===== src/logic/eprom_eeprom_pkg.sv =====
// constants, field layouts and carrier types for the programming control
// Overview of operation
// - option-map bit on maps option byte at 3c00, else boot rom byte
// - option byte reachable only while option-map bit is set, any mode
// - with otp latch set, writes to otp array capture address and data
// - otp array reads return nothing while otp latch is set
// - otp power settable only with latch already set; cleared whenever latch low
// - one write cannot set otp latch and otp power together
// - unimplemented option bits read zero; erased option byte loads zero at reset
// - all options disabled while option byte is being programmed
// - low-voltage reset enable bit; stop disabled makes stop instruction reset chip
// - interrupt level bit adds level sensing; watchdog bit is a disable
// - any reset aborts an eeprom write at once
// - pump enable runs charge pump; voltage delivered only with ee power
// - two-bit erase field: none, byte, block, bulk; cleared by reset
// - byte erases one byte, block the aligned 64 bytes holding the written byte, bulk 256 bytes
// - ee latch captures array writes; array reads blocked after such a write
// - rc select moves eeprom to rc clock; software waits settle time
// - ee power readable always, writable only with ee latch set
// - eeprom rc oscillator off in stop; software turns it off for wait
`default_nettype none
package eprom_eeprom_pkg;
    ////////////////////////////////////////////////////////////////////////
    localparam logic [15:0] OTP_CTRL_ADDR = 16'h000d;
    localparam logic [15:0] EE_CTRL_ADDR  = 16'h001c;
    localparam logic [15:0] STATUS_ADDR   = 16'h001d;
    localparam logic [15:0] OPT_ADDR      = 16'h3c00;
    localparam logic [15:0] EE_BASE       = 16'h0240;
    localparam logic [15:0] EE_LAST       = 16'h033f;
    localparam logic [15:0] OTP_FIRST_DEF = 16'h1000;
    localparam logic [15:0] OTP_LAST_DEF  = 16'h3bff;
    ////////////////////////////////////////////////////////////////////////
    localparam int OTP_POWER_BIT = 0;
    localparam int OTP_LATCH_BIT = 1;
    localparam int OPT_MAP_BIT   = 2;
    localparam int EE_POWER_BIT  = 0;
    localparam int EE_RC_BIT     = 1;
    localparam int EE_LATCH_BIT  = 2;
    localparam int ERASE_LO_BIT  = 3;
    localparam int ERASE_HI_BIT  = 4;
    localparam int PUMP_BIT      = 5;
    localparam int ST_OTP_CAP    = 0;
    localparam int ST_EE_WR      = 1;
    localparam int ST_OTP_DONE   = 2;
    localparam int ST_EE_DONE    = 3;
    localparam int OPT_WD_DIS    = 0;
    localparam int OPT_IRQ_LVL   = 1;
    localparam int OPT_STOP_EN   = 2;
    localparam int OPT_LVR_EN    = 3;
    localparam logic [7:0] OPT_IMPL_MASK = 8'h0f;
    localparam logic [7:0] EE_BLOCK_MASK = 8'hc0;
    localparam logic [7:0] EE_LAST_OFF   = 8'hff;
    localparam logic [7:0] BYTE_ZERO     = 8'h00;
    localparam logic [7:0] BLOCK_SPAN    = 8'h3f;
    ////////////////////////////////////////////////////////////////////////
    typedef enum logic [1:0] {
        ERASE_NONE  = 2'h0,
        ERASE_BYTE  = 2'h1,
        ERASE_BLOCK = 2'h2,
        ERASE_BULK  = 2'h3
    } erase_e;

    typedef struct packed {
        logic [7:0] first;
        logic [7:0] last;
        logic [7:0] data;
        erase_e     mode;
        logic       hv_on;
        logic       pump_on;
        logic       rc_clk_sel;
        logic       rc_osc_en;
    } ee_prog_s;

    typedef struct packed {
        logic low_volt_reset_en;
        logic stop_instr_en;
        logic irq_level_sens;
        logic watchdog_en;
    } opt_set_s;
endpackage
`default_nettype wire


===== src/logic/pulse_timer.sv =====
// cycle counter that flags when a power pulse has lasted its set length
`default_nettype none
module pulse_timer #(
    parameter int TW = 24
) (
    input  wire logic          clock,
    input  wire logic          rst,
    input  wire logic          run,
    input  wire logic [TW-1:0] limit,
    output logic               done
);
    typedef struct packed {
        logic [TW-1:0] count;
        logic          done;
    } tmr_s;

    tmr_s s_r;
    tmr_s s_nxt;

    always_comb begin
        s_nxt = s_r;
        // restarting on every drop keeps each pulse timed on its own
        if (!run) begin
            s_nxt.count = '0;
            s_nxt.done  = 1'b0;
        end else if (s_r.count >= limit) begin
            s_nxt.done = 1'b1;
        end else begin
            s_nxt.count = s_r.count + 1'b1;
        end
    end

    always_ff @(posedge clock or posedge rst) begin
        if (rst) begin
            s_r <= '0;
        end else begin
            s_r <= s_nxt;
        end
    end

    assign done = s_r.done;
endmodule
`default_nettype wire


===== src/logic/eprom_eeprom_program_control.sv =====
// otp, option byte and eeprom programming control with cpu register port
`default_nettype none
module eprom_eeprom_program_control
    import eprom_eeprom_pkg::*;
#(
    parameter logic [15:0] OTP_FIRST       = OTP_FIRST_DEF,
    parameter logic [15:0] OTP_LAST        = OTP_LAST_DEF,
    parameter int          TW              = 24,
    parameter int          OTP_PULSE_CYC   = 800000,
    parameter int          EE_PROG_CYC     = 2000000,
    parameter int          BYTE_ERASE_CYC  = 2000000,
    parameter int          BLOCK_ERASE_CYC = 2000000,
    parameter int          BULK_ERASE_CYC  = 2000000
) (
    input  wire logic        clock,
    input  wire logic        rst,
    input  wire logic [15:0] addr,
    input  wire logic [7:0]  wdata,
    input  wire logic        wr,
    input  wire logic        rd,
    output logic      [7:0]  rdata,
    input  wire logic [7:0]  otp_rdata,
    input  wire logic [7:0]  ee_rdata,
    input  wire logic [7:0]  boot_rdata,
    input  wire logic [7:0]  opt_cell,
    input  wire logic        stop_exec,
    input  wire logic        stop_mode,
    output logic      [15:0] otp_prog_addr,
    output logic      [7:0]  otp_prog_data,
    output logic             otp_vpp_on,
    output ee_prog_s         ee_prog,
    output opt_set_s         options,
    output logic             stop_enter,
    output logic             stop_reset_req
);
    ////////////////////////////////////////////////////////////////////////
    typedef struct packed {
        logic        otp_power;
        logic        otp_latch;
        logic        opt_map;
        logic        pump_en;
        erase_e      erase_sel;
        logic        ee_latch;
        logic        rc_sel;
        logic        ee_power;
        logic [15:0] otp_cap_addr;
        logic [7:0]  otp_cap_data;
        logic        otp_captured;
        logic [7:0]  ee_cap_off;
        logic        ee_written;
        logic        opt_loaded;
        logic [7:0]  opt_val;
        logic [7:0]  rdata;
        logic        otp_vpp;
        ee_prog_s    ee;
        opt_set_s    opt;
        logic        stop_enter;
        logic        stop_reset;
    } state_s;

    localparam state_s STATE_RESET = '0;

    state_s      s_r;
    state_s      s_nxt;
    logic        hit_otp;
    logic        hit_ee;
    logic        hit_opt;
    logic [15:0] ee_diff;
    logic        opt_off;
    logic        otp_done;
    logic        ee_done;
    logic [TW-1:0] ee_limit;
    logic [7:0]  otp_ctrl_rd;
    logic [7:0]  ee_ctrl_rd;
    logic [7:0]  status_rd;

    ////////////////////////////////////////////////////////////////////////
    // pulse length timers, readable through the status register
    pulse_timer #(.TW(TW)) u_otp_timer (
        .clock (clock),
        .rst   (rst),
        .run   (s_r.otp_power),
        .limit (TW'(OTP_PULSE_CYC)),
        .done  (otp_done)
    );

    always_comb begin
        unique case (s_r.erase_sel)
            ERASE_NONE:  ee_limit = TW'(EE_PROG_CYC);
            ERASE_BYTE:  ee_limit = TW'(BYTE_ERASE_CYC);
            ERASE_BLOCK: ee_limit = TW'(BLOCK_ERASE_CYC);
            ERASE_BULK:  ee_limit = TW'(BULK_ERASE_CYC);
        endcase
    end

    pulse_timer #(.TW(TW)) u_ee_timer (
        .clock (clock),
        .rst   (rst),
        .run   (s_r.ee_power),
        .limit (ee_limit),
        .done  (ee_done)
    );

    ////////////////////////////////////////////////////////////////////////
    assign hit_otp = (addr >= OTP_FIRST) && (addr <= OTP_LAST);
    assign hit_ee  = (addr >= EE_BASE) && (addr <= EE_LAST);
    assign hit_opt = (addr == OPT_ADDR);
    assign ee_diff = addr - EE_BASE;

    always_comb begin
        otp_ctrl_rd = BYTE_ZERO;
        otp_ctrl_rd[OTP_POWER_BIT] = s_r.otp_power;
        otp_ctrl_rd[OTP_LATCH_BIT] = s_r.otp_latch;
        otp_ctrl_rd[OPT_MAP_BIT]   = s_r.opt_map;
        ee_ctrl_rd = BYTE_ZERO;
        ee_ctrl_rd[EE_POWER_BIT] = s_r.ee_power;
        ee_ctrl_rd[EE_RC_BIT]    = s_r.rc_sel;
        ee_ctrl_rd[EE_LATCH_BIT] = s_r.ee_latch;
        ee_ctrl_rd[ERASE_HI_BIT:ERASE_LO_BIT] = s_r.erase_sel;
        ee_ctrl_rd[PUMP_BIT]     = s_r.pump_en;
        status_rd = BYTE_ZERO;
        status_rd[ST_OTP_CAP]  = s_r.otp_captured;
        status_rd[ST_EE_WR]    = s_r.ee_written;
        status_rd[ST_OTP_DONE] = otp_done;
        status_rd[ST_EE_DONE]  = ee_done;
    end

    ////////////////////////////////////////////////////////////////////////
    always_comb begin
        s_nxt = s_r;
        // control register writes
        if (wr && addr == OTP_CTRL_ADDR) begin
            s_nxt.otp_latch = wdata[OTP_LATCH_BIT];
            s_nxt.opt_map   = wdata[OPT_MAP_BIT];
            // old latch must already be set, so latch and power in one
            // write never raises the power
            s_nxt.otp_power = wdata[OTP_POWER_BIT] && s_r.otp_latch;
        end
        if (!s_nxt.otp_latch) begin
            s_nxt.otp_power    = 1'b0;
            s_nxt.otp_captured = 1'b0;
        end
        if (wr && addr == EE_CTRL_ADDR) begin
            s_nxt.pump_en   = wdata[PUMP_BIT];
            s_nxt.erase_sel = erase_e'(wdata[ERASE_HI_BIT:ERASE_LO_BIT]);
            s_nxt.ee_latch  = wdata[EE_LATCH_BIT];
            s_nxt.rc_sel    = wdata[EE_RC_BIT];
            if (s_r.ee_latch) begin
                s_nxt.ee_power = wdata[EE_POWER_BIT];
            end
        end
        if (!s_nxt.ee_latch) begin
            s_nxt.ee_written = 1'b0;
        end

        // array writes are captured for programming
        if (wr && s_r.otp_latch && (hit_otp || (hit_opt && s_r.opt_map))) begin
            s_nxt.otp_cap_addr = addr;
            s_nxt.otp_cap_data = wdata;
            s_nxt.otp_captured = 1'b1;
        end
        if (wr && hit_ee && s_r.ee_latch) begin
            s_nxt.ee_cap_off  = ee_diff[7:0];
            s_nxt.ee.data     = wdata;
            s_nxt.ee_written  = 1'b1;
        end

        // read data stands for exactly the cycle after the strobe
        s_nxt.rdata = BYTE_ZERO;
        if (rd) begin
            if (addr == OTP_CTRL_ADDR) begin
                s_nxt.rdata = otp_ctrl_rd;
            end else if (addr == EE_CTRL_ADDR) begin
                s_nxt.rdata = ee_ctrl_rd;
            end else if (addr == STATUS_ADDR) begin
                s_nxt.rdata = status_rd;
            end else if (hit_opt) begin
                s_nxt.rdata = s_r.opt_map ? (opt_cell & OPT_IMPL_MASK)
                                          : boot_rdata;
            end else if (hit_otp) begin
                s_nxt.rdata = s_r.otp_latch ? BYTE_ZERO : otp_rdata;
            end else if (hit_ee) begin
                s_nxt.rdata = (s_r.ee_latch && s_r.ee_written) ? BYTE_ZERO
                                                               : ee_rdata;
            end
        end

        // option cell copied once, on the first edge after reset release
        if (!s_r.opt_loaded) begin
            s_nxt.opt_loaded = 1'b1;
            s_nxt.opt_val    = opt_cell & OPT_IMPL_MASK;
        end
        opt_off = s_nxt.opt_map && s_nxt.otp_latch && s_nxt.otp_power;
        s_nxt.opt.low_volt_reset_en = !opt_off && s_nxt.opt_loaded
                                      && s_nxt.opt_val[OPT_LVR_EN];
        s_nxt.opt.stop_instr_en     = !opt_off && s_nxt.opt_loaded
                                      && s_nxt.opt_val[OPT_STOP_EN];
        s_nxt.opt.irq_level_sens    = !opt_off && s_nxt.opt_loaded
                                      && s_nxt.opt_val[OPT_IRQ_LVL];
        s_nxt.opt.watchdog_en       = !opt_off && s_nxt.opt_loaded
                                      && !s_nxt.opt_val[OPT_WD_DIS];
        s_nxt.stop_enter = stop_exec && s_r.opt.stop_instr_en;
        s_nxt.stop_reset = stop_exec && !s_r.opt.stop_instr_en;

        // power and erase outputs
        s_nxt.otp_vpp    = s_nxt.otp_power;
        s_nxt.ee.hv_on   = s_nxt.ee_power;
        s_nxt.ee.pump_on = s_nxt.pump_en || s_nxt.ee_power;
        s_nxt.ee.rc_clk_sel = s_nxt.rc_sel;
        s_nxt.ee.rc_osc_en  = s_nxt.rc_sel && !stop_mode;
        s_nxt.ee.mode    = s_nxt.erase_sel;
        unique case (s_nxt.erase_sel)
            ERASE_BLOCK: begin
                s_nxt.ee.first = s_nxt.ee_cap_off & EE_BLOCK_MASK;
                s_nxt.ee.last  = s_nxt.ee_cap_off | BLOCK_SPAN;
            end
            ERASE_BULK: begin
                s_nxt.ee.first = BYTE_ZERO;
                s_nxt.ee.last  = EE_LAST_OFF;
            end
            ERASE_NONE, ERASE_BYTE: begin
                s_nxt.ee.first = s_nxt.ee_cap_off;
                s_nxt.ee.last  = s_nxt.ee_cap_off;
            end
        endcase
    end

    ////////////////////////////////////////////////////////////////////////
    // reset drops every power output at once, abandoning any write
    always_ff @(posedge clock or posedge rst) begin
        if (rst) begin
            s_r <= STATE_RESET;
        end else begin
            s_r <= s_nxt;
        end
    end

    assign rdata          = s_r.rdata;
    assign otp_prog_addr  = s_r.otp_cap_addr;
    assign otp_prog_data  = s_r.otp_cap_data;
    assign otp_vpp_on     = s_r.otp_vpp;
    assign ee_prog        = s_r.ee;
    assign options        = s_r.opt;
    assign stop_enter     = s_r.stop_enter;
    assign stop_reset_req = s_r.stop_reset;
endmodule
`default_nettype wire


===== config.mk =====
export PLATFORM = sky130hd
export DESIGN_NAME = eprom_eeprom_program_control
export DESIGN_NICKNAME = d
export VERILOG_FILES = /design/src/logic/eprom_eeprom_pkg.sv /design/src/logic/pulse_timer.sv /design/src/logic/eprom_eeprom_program_control.sv
export SDC_FILE = /design/constraint.sdc
export NUM_CORES = 1
export LEC_CHECK = 0
export BUFFER_PORTS_ARGS = -buffer_cell sky130_fd_sc_hd__clkbuf_2
export CAP_MARGIN = 40
export CORE_MARGIN = 4
export CORE_UTILIZATION = 24
export CTS_BUF_LIST = sky130_fd_sc_hd__clkbuf_2 sky130_fd_sc_hd__clkbuf_4 sky130_fd_sc_hd__clkbuf_8
export CTS_CLUSTER_SIZE = 20
export DETAILED_ROUTE_END_ITERATION = 16
export PLACE_DENSITY = 0.49
export SETUP_SLACK_MARGIN = 0.3
export SLEW_MARGIN = 40
export SYNTH_ARGS = -nofsm -noshare
export SYNTH_HDL_FRONTEND = slang
export SYNTH_SLANG_ARGS = --single-unit

===== constraint.sdc =====
create_clock -name clock -period 5.66 [get_ports clock]
set_input_delay 0.849 -clock clock [delete_from_list [all_inputs] [get_ports clock]]
set_output_delay 0.849 -clock clock [all_outputs]
set_load 0.01 [all_outputs]

==> impl_metrics.toml, run 1 <==
[sta]
worst_pin_slew_ns = 0.804
drv_slew = 0
hold_violations = 0
clock_skew_ns = 0.0157
rsz0062_at_grt = "no"
min_period_ns = 3.11
slew_headroom = 0.464
setup-violations-final = 0
fin_crit_sh = 0.550
tns_ns = 0
max_freq_ghz = 0.321
whs_ns = 0.376

[global_routing]
grt_overflow_total = 0
grt_pass1_vias = 4819
antenna_found_initial = 3
grt_max_degree = 56
grt_use_total = 0.119
grt_pass1_wl_um = 28500

[logic_synthesis]
yosysWarnings = 0
ys_async_sr_fraction = 1.00
ys_ff_latch = 138
synth_top_cell_by_area = "dfrtp_1"
syn_avg_cell_area_sq_um = 10.8
synth-seq-area-share = 0.503
synth_cell_types = 64
synthFlopType = "dfrtp_1"
postSynthCellCount = 635
synth.area.top_cells = "dfrtp_1 (50%), buf_4 (7.2%), mux2_2 (5.9%)"
synth_top_cell_area_share = 0.503
synth_common_cells = "dfrtp_1 (138), buf_4 (66), mux2_2 (36)"
synth_fp_nets = 704
syn_area_sq_um = 6870
synth_edf_count = 0
synth_most_common_cell = "dfrtp_1"

[floorplanning]
placeableCoreArea_sq_um = 28000
io_pins = 131
initial_utilization = 0.245
die_w_um = 177
num_rows = 61
die_height_um = 177
die_area_sq_um = 31400

[critical_path]
slowest_stage = "nand4_1"
worstSetupStartpointType = "input pin"
crit_fanout = 22
path_class = "input pin to register"
crit_path_end = "otp_prog_addr[11]$_DFFE_PP0P_"
r2r-end = "u_ee_timer.s_r[19]$_DFFE_PP0P_"
startpoint = "addr[6]"
r2r_cells = 5
reg2reg_from = "u_ee_timer.s_r[13]$_DFFE_PP0P_"
cp.arrival_ns = 3.44
crit_path_max_incr_delay_ns = 0.54
end_kind = "register"
required_ns = 5.99
r2r_slack_ns = 3.20
path_cells = "clkbuf_2, inv_1, ha_1, nor4b_4, nand4_1, o22ai_1, and3_1, buf_4, mux2_2"

[layout]
areaGrowthSynthToFinish_pct = 14.2
fin_nets = 763
antenna_cells = 0
drive_gt1_frac = 0.308
fin_util = 0.280

[min_path]
hold_path_class = "input pin to async pin"

[clock_network]
numCtsBuffers = 17
cts_resized = 0
root_buffer = "clkbuf_8"
cts_tree = "done"
clock_latency_ns = 0.46
cts-htree-levels = 4
postCtsSetupBuffers = 0
ctsHoldBuffers = 0
cts.sinks = 138
clock_path_buffers = 2
clk_pin_slew_worst_paths_ns = 0.09

[placement]
gp_congestion = 0.756
numPortBuffers = 126
dp_hpwl_um = 13200

[route]
firstDrtPassIters = 4
routed_wirelength_um = 18100
drcViolationCount = 0
via_count = 4798
viasPerCell = 4.42
ant_nets = 0
drt_iter0_drc = 245
wl_per_cell_um = 16.7

[job]
maxCapViolCount = 0

[power]
power_leakage_uw = 0.00380
power.density_nw_per_um2 = 247
vdd_drop_max_v = 0.000101

[outcome]
status = "finished, final reports clean"
how the worst min path moves through the flow:
stage	from	to	slack, ns	depth (start not counted)
final	rst	stop_enter$_DFF_PP0_	0.38	2
after detailed placement	options[2]$_DFF_PP0_	stop_reset_req$_DFF_PP0_	0.45	1
after global routing	rst	stop_enter$_DFF_PP0_	0.37	2
after CTS	rst	stop_enter$_DFF_PP0_	0.37	2
after global placement	options[2]$_DFF_PP0_	stop_reset_req$_DFF_PP0_	0.43	1
after floorplan	options[2]$_DFF_PP0_	stop_reset_req$_DFF_PP0_	0.42	1
power by group:
part	leakage [uW]	switching (uW)	internal [uW]	total [uW]
clock network	0.000195	431	413	844
logic	0.00170	62.1	31.8	94.0
registers	0.00190	3.13	993	997
total	0.00380	497	1440	1930
worst max-delay path: cells and delay by family:
family | cells | cell delay, ns
buf+inv | 3 | 0.55
simple gates | 3 | 1.19
fa+ha+maj | 1 | 0.19
mux | 1 | 0.38
compound gates | 1 | 0.27
flip-flops by register name, summed over array words and instances, names as in the netlist:
register	cells
otp_vpp_on	1
otp_prog_data	8
u_ee_timer.done	1
otp_prog_addr	16
ee_ctrl_rd	2
u_ee_timer.s_r	24
s_r	15
rdata	8
u_otp_timer.done	1
options	4
stop_reset_req	1
stop_enter	1
ee_prog	30
u_otp_timer.s_r	24
otp_ctrl_rd	2
cell usage in the layout, fill, tap and decap left out, drive strengths merged, types with 5 or more instances in the layout:
cell type	n
clkbuf	144
dfrtp	138
mux2	41
inv	34
nand2	33
nor2	32
a21oi	26
mux2i	24
nand3	24
and2	22
nand4	20
o21ai	17
or4	13
o31ai	12
nor4	12
or3	9
xor2	9
ha	7
nor2b	6
a21o	6
buf	6
nor3	5
layout make-up:
| class | count | area [sq um] |
|---|---|---|
| fill | 2948 | 20200 |
| sequential | 138 | 3450 |
| multi-input combinational | 377 | 2720 |
| timing repair buffer | 132 | 676 |
| tap | 378 | 473 |
| clock buffer | 18 | 248 |
| clock inverter | 14 | 159 |
| inverter | 28 | 110 |
cells by family (layout without fill, tap and decap cells):
family                   count (synthesis)  in the layout  share of synthesized area
AND/OR/NAND/NOR                        201            201                      0.170
flip-flops                             138            138                      0.503
buffers and inverters                  120            192                      0.104
AO/OA/AOI/OAI                           91             91                     0.0911
multiplexers                            65             65                      0.103
XOR/XNOR                                12             12                     0.0153
adder cells (fa/ha/maj)                  7              7                     0.0128
other                                    1              1                   0.000546
layer usage:
layer,GRT usage,share of wire,vias to the layer above,wire length (um)
met5,0,0.0023,-,41
met4,0.0326,0.011,6,202
met3,0.0387,0.076,19,1370
met2,0.187,0.47,127,8430
met1,0.158,0.44,2341,8040
li1,-,-,2305,-
through the flow:
step | power, uW | instance area [sq um] | worst slack [ns] | cells
2_1_floorplan | 1060 | 6870 | 1.11 | 635
3_3_place_gp | 1110 | 7420 | 2.03 | 1053
3_5_place_dp | 1110 | 7420 | 2.01 | 1053
4_1_cts | 1980 | 7830 | 2.52 | 1085
5_1_grt | 2030 | 7840 | 2.27 | 1085
6_report | 1930 | 7840 | 2.55 | 1085
No activity file was read; power rests on OpenSTA's default activity.
==> run 2, diff against run 1 <==
ABC_AREA = 1   (was not set)
clock period = 3 ns   (was 5.66 ns; I/O delays follow)
==> run 2 against run 1 <==
  * Sequential share of layout area fell by 3.4 points
  * Area after synthesis up 9.0%
  * Utilization fell by 0.28 points
  * Final cell count rose by 29%
  * Global-route usage shrank 0.083 points
  * Register-to-register slack got worse by 2.4 ns
  * Combinational power rose to 3.5 times the previous value
  * Routed wire length grew 7.3%
  * Flip-flop and latch count is the same
  * Sequential power is 97% higher
  * Worst hold slack worse by 0.22 ns
  * Critical endpoint is now u_otp_timer.s_r[15]$_DFFE_PP0P_
==> impl_metrics.toml, run 2 <==
[logic_synthesis]
yosysWarnings = 0
synth_fp_nets = 987
synthFlopType = "dfrtp_1"
synth.area.top_cells = "dfrtp_1 (46%), nand2_1 (11%), buf_4 (6.7%)"
synth_most_common_cell = "nand2_1"
postSynthCellCount = 918
synth_common_cells = "nand2_1 (216), dfrtp_1 (138), inv_1 (109)"
syn_avg_cell_area_sq_um = 8.15
synth-seq-area-share = 0.461
ys_ff_latch = 138
synth_cell_types = 44
synth_top_cell_area_share = 0.461
syn_area_sq_um = 7490
synth_top_cell_by_area = "dfrtp_1"
ys_async_sr_fraction = 1.00
synth_edf_count = 0

[sta]
clock_skew_ns = 0.0217
whs_ns = 0.154
tns_ns = 0
max_freq_ghz = 0.458
slew_headroom = 0.659
worst_pin_slew_ns = 0.510
fin_crit_sh = 0.727
rsz0062_at_grt = "no"
drv_slew = 0
setup-violations-final = 0
min_period_ns = 2.18
hold_violations = 0

[global_routing]
grt_max_degree = 49
antenna_found_initial = 0
grt_pass1_vias = 5794
grt_pass1_wl_um = 32000
grt_overflow_total = 0
grt_use_total = 0.118

[placement]
dp_hpwl_um = 15100
gp_congestion = 0.809
numPortBuffers = 126
place_area_sq_um = 8090

[layout]
layout_commonest_cell = "nand2_1"
fin_nets = 1056
fin_util = 0.277
largest_reg_flops = 30
final_cell_mix = "nand2_1 (216), dfrtp_1 (138), clkbuf_2 (126)"
areaGrowthSynthToFinish_pct = 13.5
antenna_cells = 0
finalInstanceArea_sq_um = 8500
drive_gt1_frac = 0.217
fillCellCount = 3364

[floorplanning]
die_height_um = 185
placeableCoreArea_sq_um = 30700
io_pins = 131
die_area_sq_um = 34100
num_rows = 64
die_w_um = 185
initial_utilization = 0.244

[job]
maxCapViolCount = 0

[critical_path]
slowest_stage = "dfrtp_1"
end_kind = "register"
path_class = "register to register"
r2r_slack_ns = 0.82
crit_path_frequent_cell = "nand2_1"
worstSetupStartpointType = "register"
crit_fanout = 14
required_ns = 3.34
cp.arrival_ns = 2.52
crit_path_max_incr_delay_ns = 0.44
path_cells = "or2_1, nor2_1, nand2_1, nand2_1, nand2_1, inv_1, nand2_1, o31ai_1"

[route]
wl_per_cell_um = 13.9
routed_wirelength_um = 19400
viasPerCell = 4.23
via_count = 5899
drt_iter0_drc = 303
drcViolationCount = 0
firstDrtPassIters = 5
ant_nets = 0

[clock_network]
root_buffer = "clkbuf_8"
clk_pin_slew_worst_paths_ns = 0.09
clock_latency_ns = 0.45
clock_path_buffers = 2
cts.sinks = 138
cts-htree-levels = 4
numCtsBuffers = 17
cts_tree = "done"

[min_path]
hold_path_class = "input pin to register"

[power]
power.density_nw_per_um2 = 442
vdd_drop_max_v = 0.000243
power.total_uw = 3760
power_leakage_uw = 0.00424

[outcome]
status = "finished, final reports clean"
-- run 2: cell type report --
type	count	area, sq um	area share
sequential	138	3450	0.406
multi-input combinational	582	2980	0.351
timing repair buffer	137	773	0.0910
tap	396	495	0.0583
inverter	111	420	0.0495
clock buffer	18	241	0.0284
clock inverter	14	130	0.0153
-- run 2: cells by family (layout without fill, tap and decap cells) --
| kind of cell | after synthesis | count (layout) | share of synthesized area |
|---|---|---|---|
| and+or+nand+nor | 431 | 431 | 0.263 |
| buffers and inverters | 198 | 280 | 0.140 |
| AOI/OAI and AO/OA | 132 | 132 | 0.110 |
| DFF | 138 | 138 | 0.461 |
| xor gates and xnor gates | 11 | 11 | 0.0129 |
| other | 1 | 1 | 0.000501 |
| adders and majority gates | 7 | 7 | 0.0117 |
-- run 2: critical path: cells and delay by family (launching register included) --
kind | cells | cell delay, ns
buffers and inverters | 1 | 0.32
AO/OA/AOI/OAI | 1 | 0.07
flip-flops | 1 | 0.44
AND/OR/NAND/NOR | 6 | 1.24
-- run 2: metrics by stage --
stage | setup slack (ns) | instances
floorplan | 0.829 | 918
global placement | 0.534 | 1362
detailed placement | 0.508 | 1362
CTS | 0.782 | 1394
global route | 0.556 | 1396
finish | 0.819 | 1396
-- run 2: path summary, 6_finish.rpt --
check,start,endpoint,depth (start not counted)
max,u_otp_timer.s_r[17]$_DFFE_PP0P_,u_otp_timer.s_r[15]$_DFFE_PP0P_,8
min,stop_mode,ee_prog[0]$_DFF_PP0_,2
max reg2reg,u_otp_timer.s_r[17]$_DFFE_PP0P_,u_otp_timer.s_r[15]$_DFFE_PP0P_,8
min reg2reg,options[2]$_DFF_PP0_,stop_reset_req$_DFF_PP0_,1
max in group asynchronous,rst,u_otp_timer.s_r[9]$_DFFE_PP0P_,5
min in group asynchronous,rst,u_ee_timer.s_r[10]$_DFFE_PP0P_,3
-- run 2: where the power goes --
| group | internal (uW) | leakage [uW] | switching (uW) | total [uW] |
|---|---|---|---|---|
| sequential | 1920 | 0.00183 | 36.0 | 1960 |
| clock | 618 | 0.000186 | 848 | 1470 |
| combinational | 127 | 0.00222 | 204 | 332 |
-- run 2: layer usage --
metal	global-route usage	wire length, um
met1	0.159	9150
met2	0.184	8800
met3	0.0405	1290
met4	0.0282	156
met5	0	0
-- run 2: timing repair --
action / CTS / global route
hold buffers: 0 / 1
buffers inserted: 0 / 0
endpoints found under the hold margin: 0 / 10
resized for setup: 0 / 0
endpoints found under the setup margin: 0 / 0
==> run 3, diff against run 2 <==
clock period = 2.21 ns   (was 3 ns; I/O delays follow)
==> run 3 against run 2 <==
  * Flip-flop and latch count unchanged
  * Clock skew up 0.0027 ns
  * Sequential share of layout area down 0.67 points
  * Critical endpoint is now u_otp_timer.s_r[4]$_DFFE_PP0P_
  * Critical path type unchanged
==> impl_metrics.toml, run 3 (synthesized netlist as in run 2, its figures left out) <==
[layout]
layout_commonest_cell = "nand2_1"
final_cell_mix = "nand2_1 (216), dfrtp_1 (137), clkbuf_2 (126)"
areaGrowthSynthToFinish_pct = 15.5
fin_util = 0.282
antenna_cells = 0
fin_nets = 1066
finalInstanceArea_sq_um = 8640
drive_gt1_frac = 0.231
largest_reg_flops = 30

[outcome]
status = "finished, final reports clean"

[critical_path]
end_kind = "register"
r2r_slack_ns = 0.50
worstSetupStartpointType = "register"
path_class = "register to register"
required_ns = 2.57
cp.arrival_ns = 2.07
crit_fanout = 8
r2r_cells = 9
r2r-end = "u_otp_timer.s_r[4]$_DFFE_PP0P_"
startpoint = "u_otp_timer.s_r[17]$_DFFE_PP0P_"
reg2reg_from = "u_otp_timer.s_r[17]$_DFFE_PP0P_"

[route]
firstDrtPassIters = 4
viasPerCell = 4.28
via_count = 6018
ant_nets = 0
wl_per_cell_um = 14.0
routed_wirelength_um = 19600
drt_iter0_drc = 415
drcViolationCount = 0

[power]
power.total_uw = 5210
power_leakage_uw = 0.00433
power.density_nw_per_um2 = 603
vdd_drop_max_v = 0.000331

[clock_network]
numCtsBuffers = 17
clock_latency_ns = 0.46
cts.sinks = 138
clock_path_buffers = 2
cts-htree-levels = 4
cts_tree = "done"
postCtsSetupBuffers = 0
clk_pin_slew_worst_paths_ns = 0.09
root_buffer = "clkbuf_8"

[global_routing]
grt_max_degree = 51
antenna_found_initial = 1
grt_overflow_total = 0
grt_pass1_vias = 6040
grt_pass1_wl_um = 32500
grt_use_total = 0.119

[sta]
setup-violations-final = 0
max_freq_ghz = 0.586
whs_ns = 0.0329
tns_ns = 0
min_period_ns = 1.71
slew_headroom = 0.660
rsz0062_at_grt = "yes"
hold_violations = 0
clock_skew_ns = 0.0244
drv_slew = 0
fin_crit_sh = 0.772
worst_pin_slew_ns = 0.509

[floorplanning]
num_rows = 64
die_w_um = 185
initial_utilization = 0.244
io_pins = 131
die_height_um = 185
die_area_sq_um = 34100
placeableCoreArea_sq_um = 30700

[placement]
dp_hpwl_um = 15100
gp_congestion = 0.838
numPortBuffers = 126
place_area_sq_um = 8210

[min_path]
holdPathEnd = "ee_prog[0]$_DFF_PP0_"
hold_path_class = "input pin to register"
min-delay-start = "stop_mode"
whs_path_depth = 2

[job]
maxCapViolCount = 0
-- run 3: cell count changes in the layout (fill, tap and decap cells not counted), sizes merged --
cell	change
buf	+10
bufinv	+1
inv	-1
-- run 3: where the power goes --
group	internal (uW)	switching (uW)	total, uW
clock network	966	1130	2100
logic	169	281	450
registers	2610	49.5	2660
-- run 3: area by class of cell --
| cell class | instances | area [sq um] |
|---|---|---|
| clock buffer | 18 | 248 |
| clock inverter | 14 | 151 |
| fill | 3331 | 22000 |
| inverter | 111 | 424 |
| multi-input combinational | 582 | 3000 |
| sequential | 138 | 3450 |
| tap | 396 | 495 |
| timing repair buffer | 147 | 866 |
-- run 3: repair_timing --
action	4_1_cts	5_1_grt
endpoints found under the setup margin	1	7
cloned	0	0
hold endpoints to repair	14	0
gates resized for setup	1	6
hold buffers	1	0
-- run 3: critical path, stage by stage, from the launching register on --
cell and delay, ns:
dfrtp_1 0.44, or2_1 0.26, nor2_1 0.09, nand2_1 0.06
nand2_1 0.12, buf_4 0.17, clkinvlp_4 0.18, nand2_1 0.12
o21ai_0 0.07, a21oi_1 0.12
-- run 3: worst max-delay path by stage --
stage	to	cells after the start
floorplan	ee_ctrl_rd[2]$_DFF_PP0_	1
global placement	otp_prog_data[4]$_DFFE_PP0P_	11
detailed placement	otp_prog_addr[7]$_DFFE_PP0P_	11
CTS	u_otp_timer.s_r[4]$_DFFE_PP0P_	8
global route	u_ee_timer.s_r[21]$_DFFE_PP0P_	7
finish	u_otp_timer.s_r[4]$_DFFE_PP0P_	9
-- run 3: layer usage --
layer	GRT usage	wire, um	vias to the layer above
li1	-	-	3056
met1	0.165	9520	2811
met2	0.181	8730	131
met3	0.0369	1090	18
met4	0.0338	292	2
met5	0	13	-
-- run 3: through the flow --
| step | instances | setup WS [ns] |
|---|---|---|
| 2_1_floorplan | 918 | 0.157 |
| 3_3_place_gp | 1373 | 0.120 |
| 3_5_place_dp | 1373 | 0.0773 |
| 4_1_cts | 1406 | 0.399 |
| 5_1_grt | 1406 | 0.285 |
| 6_report | 1406 | 0.504 |
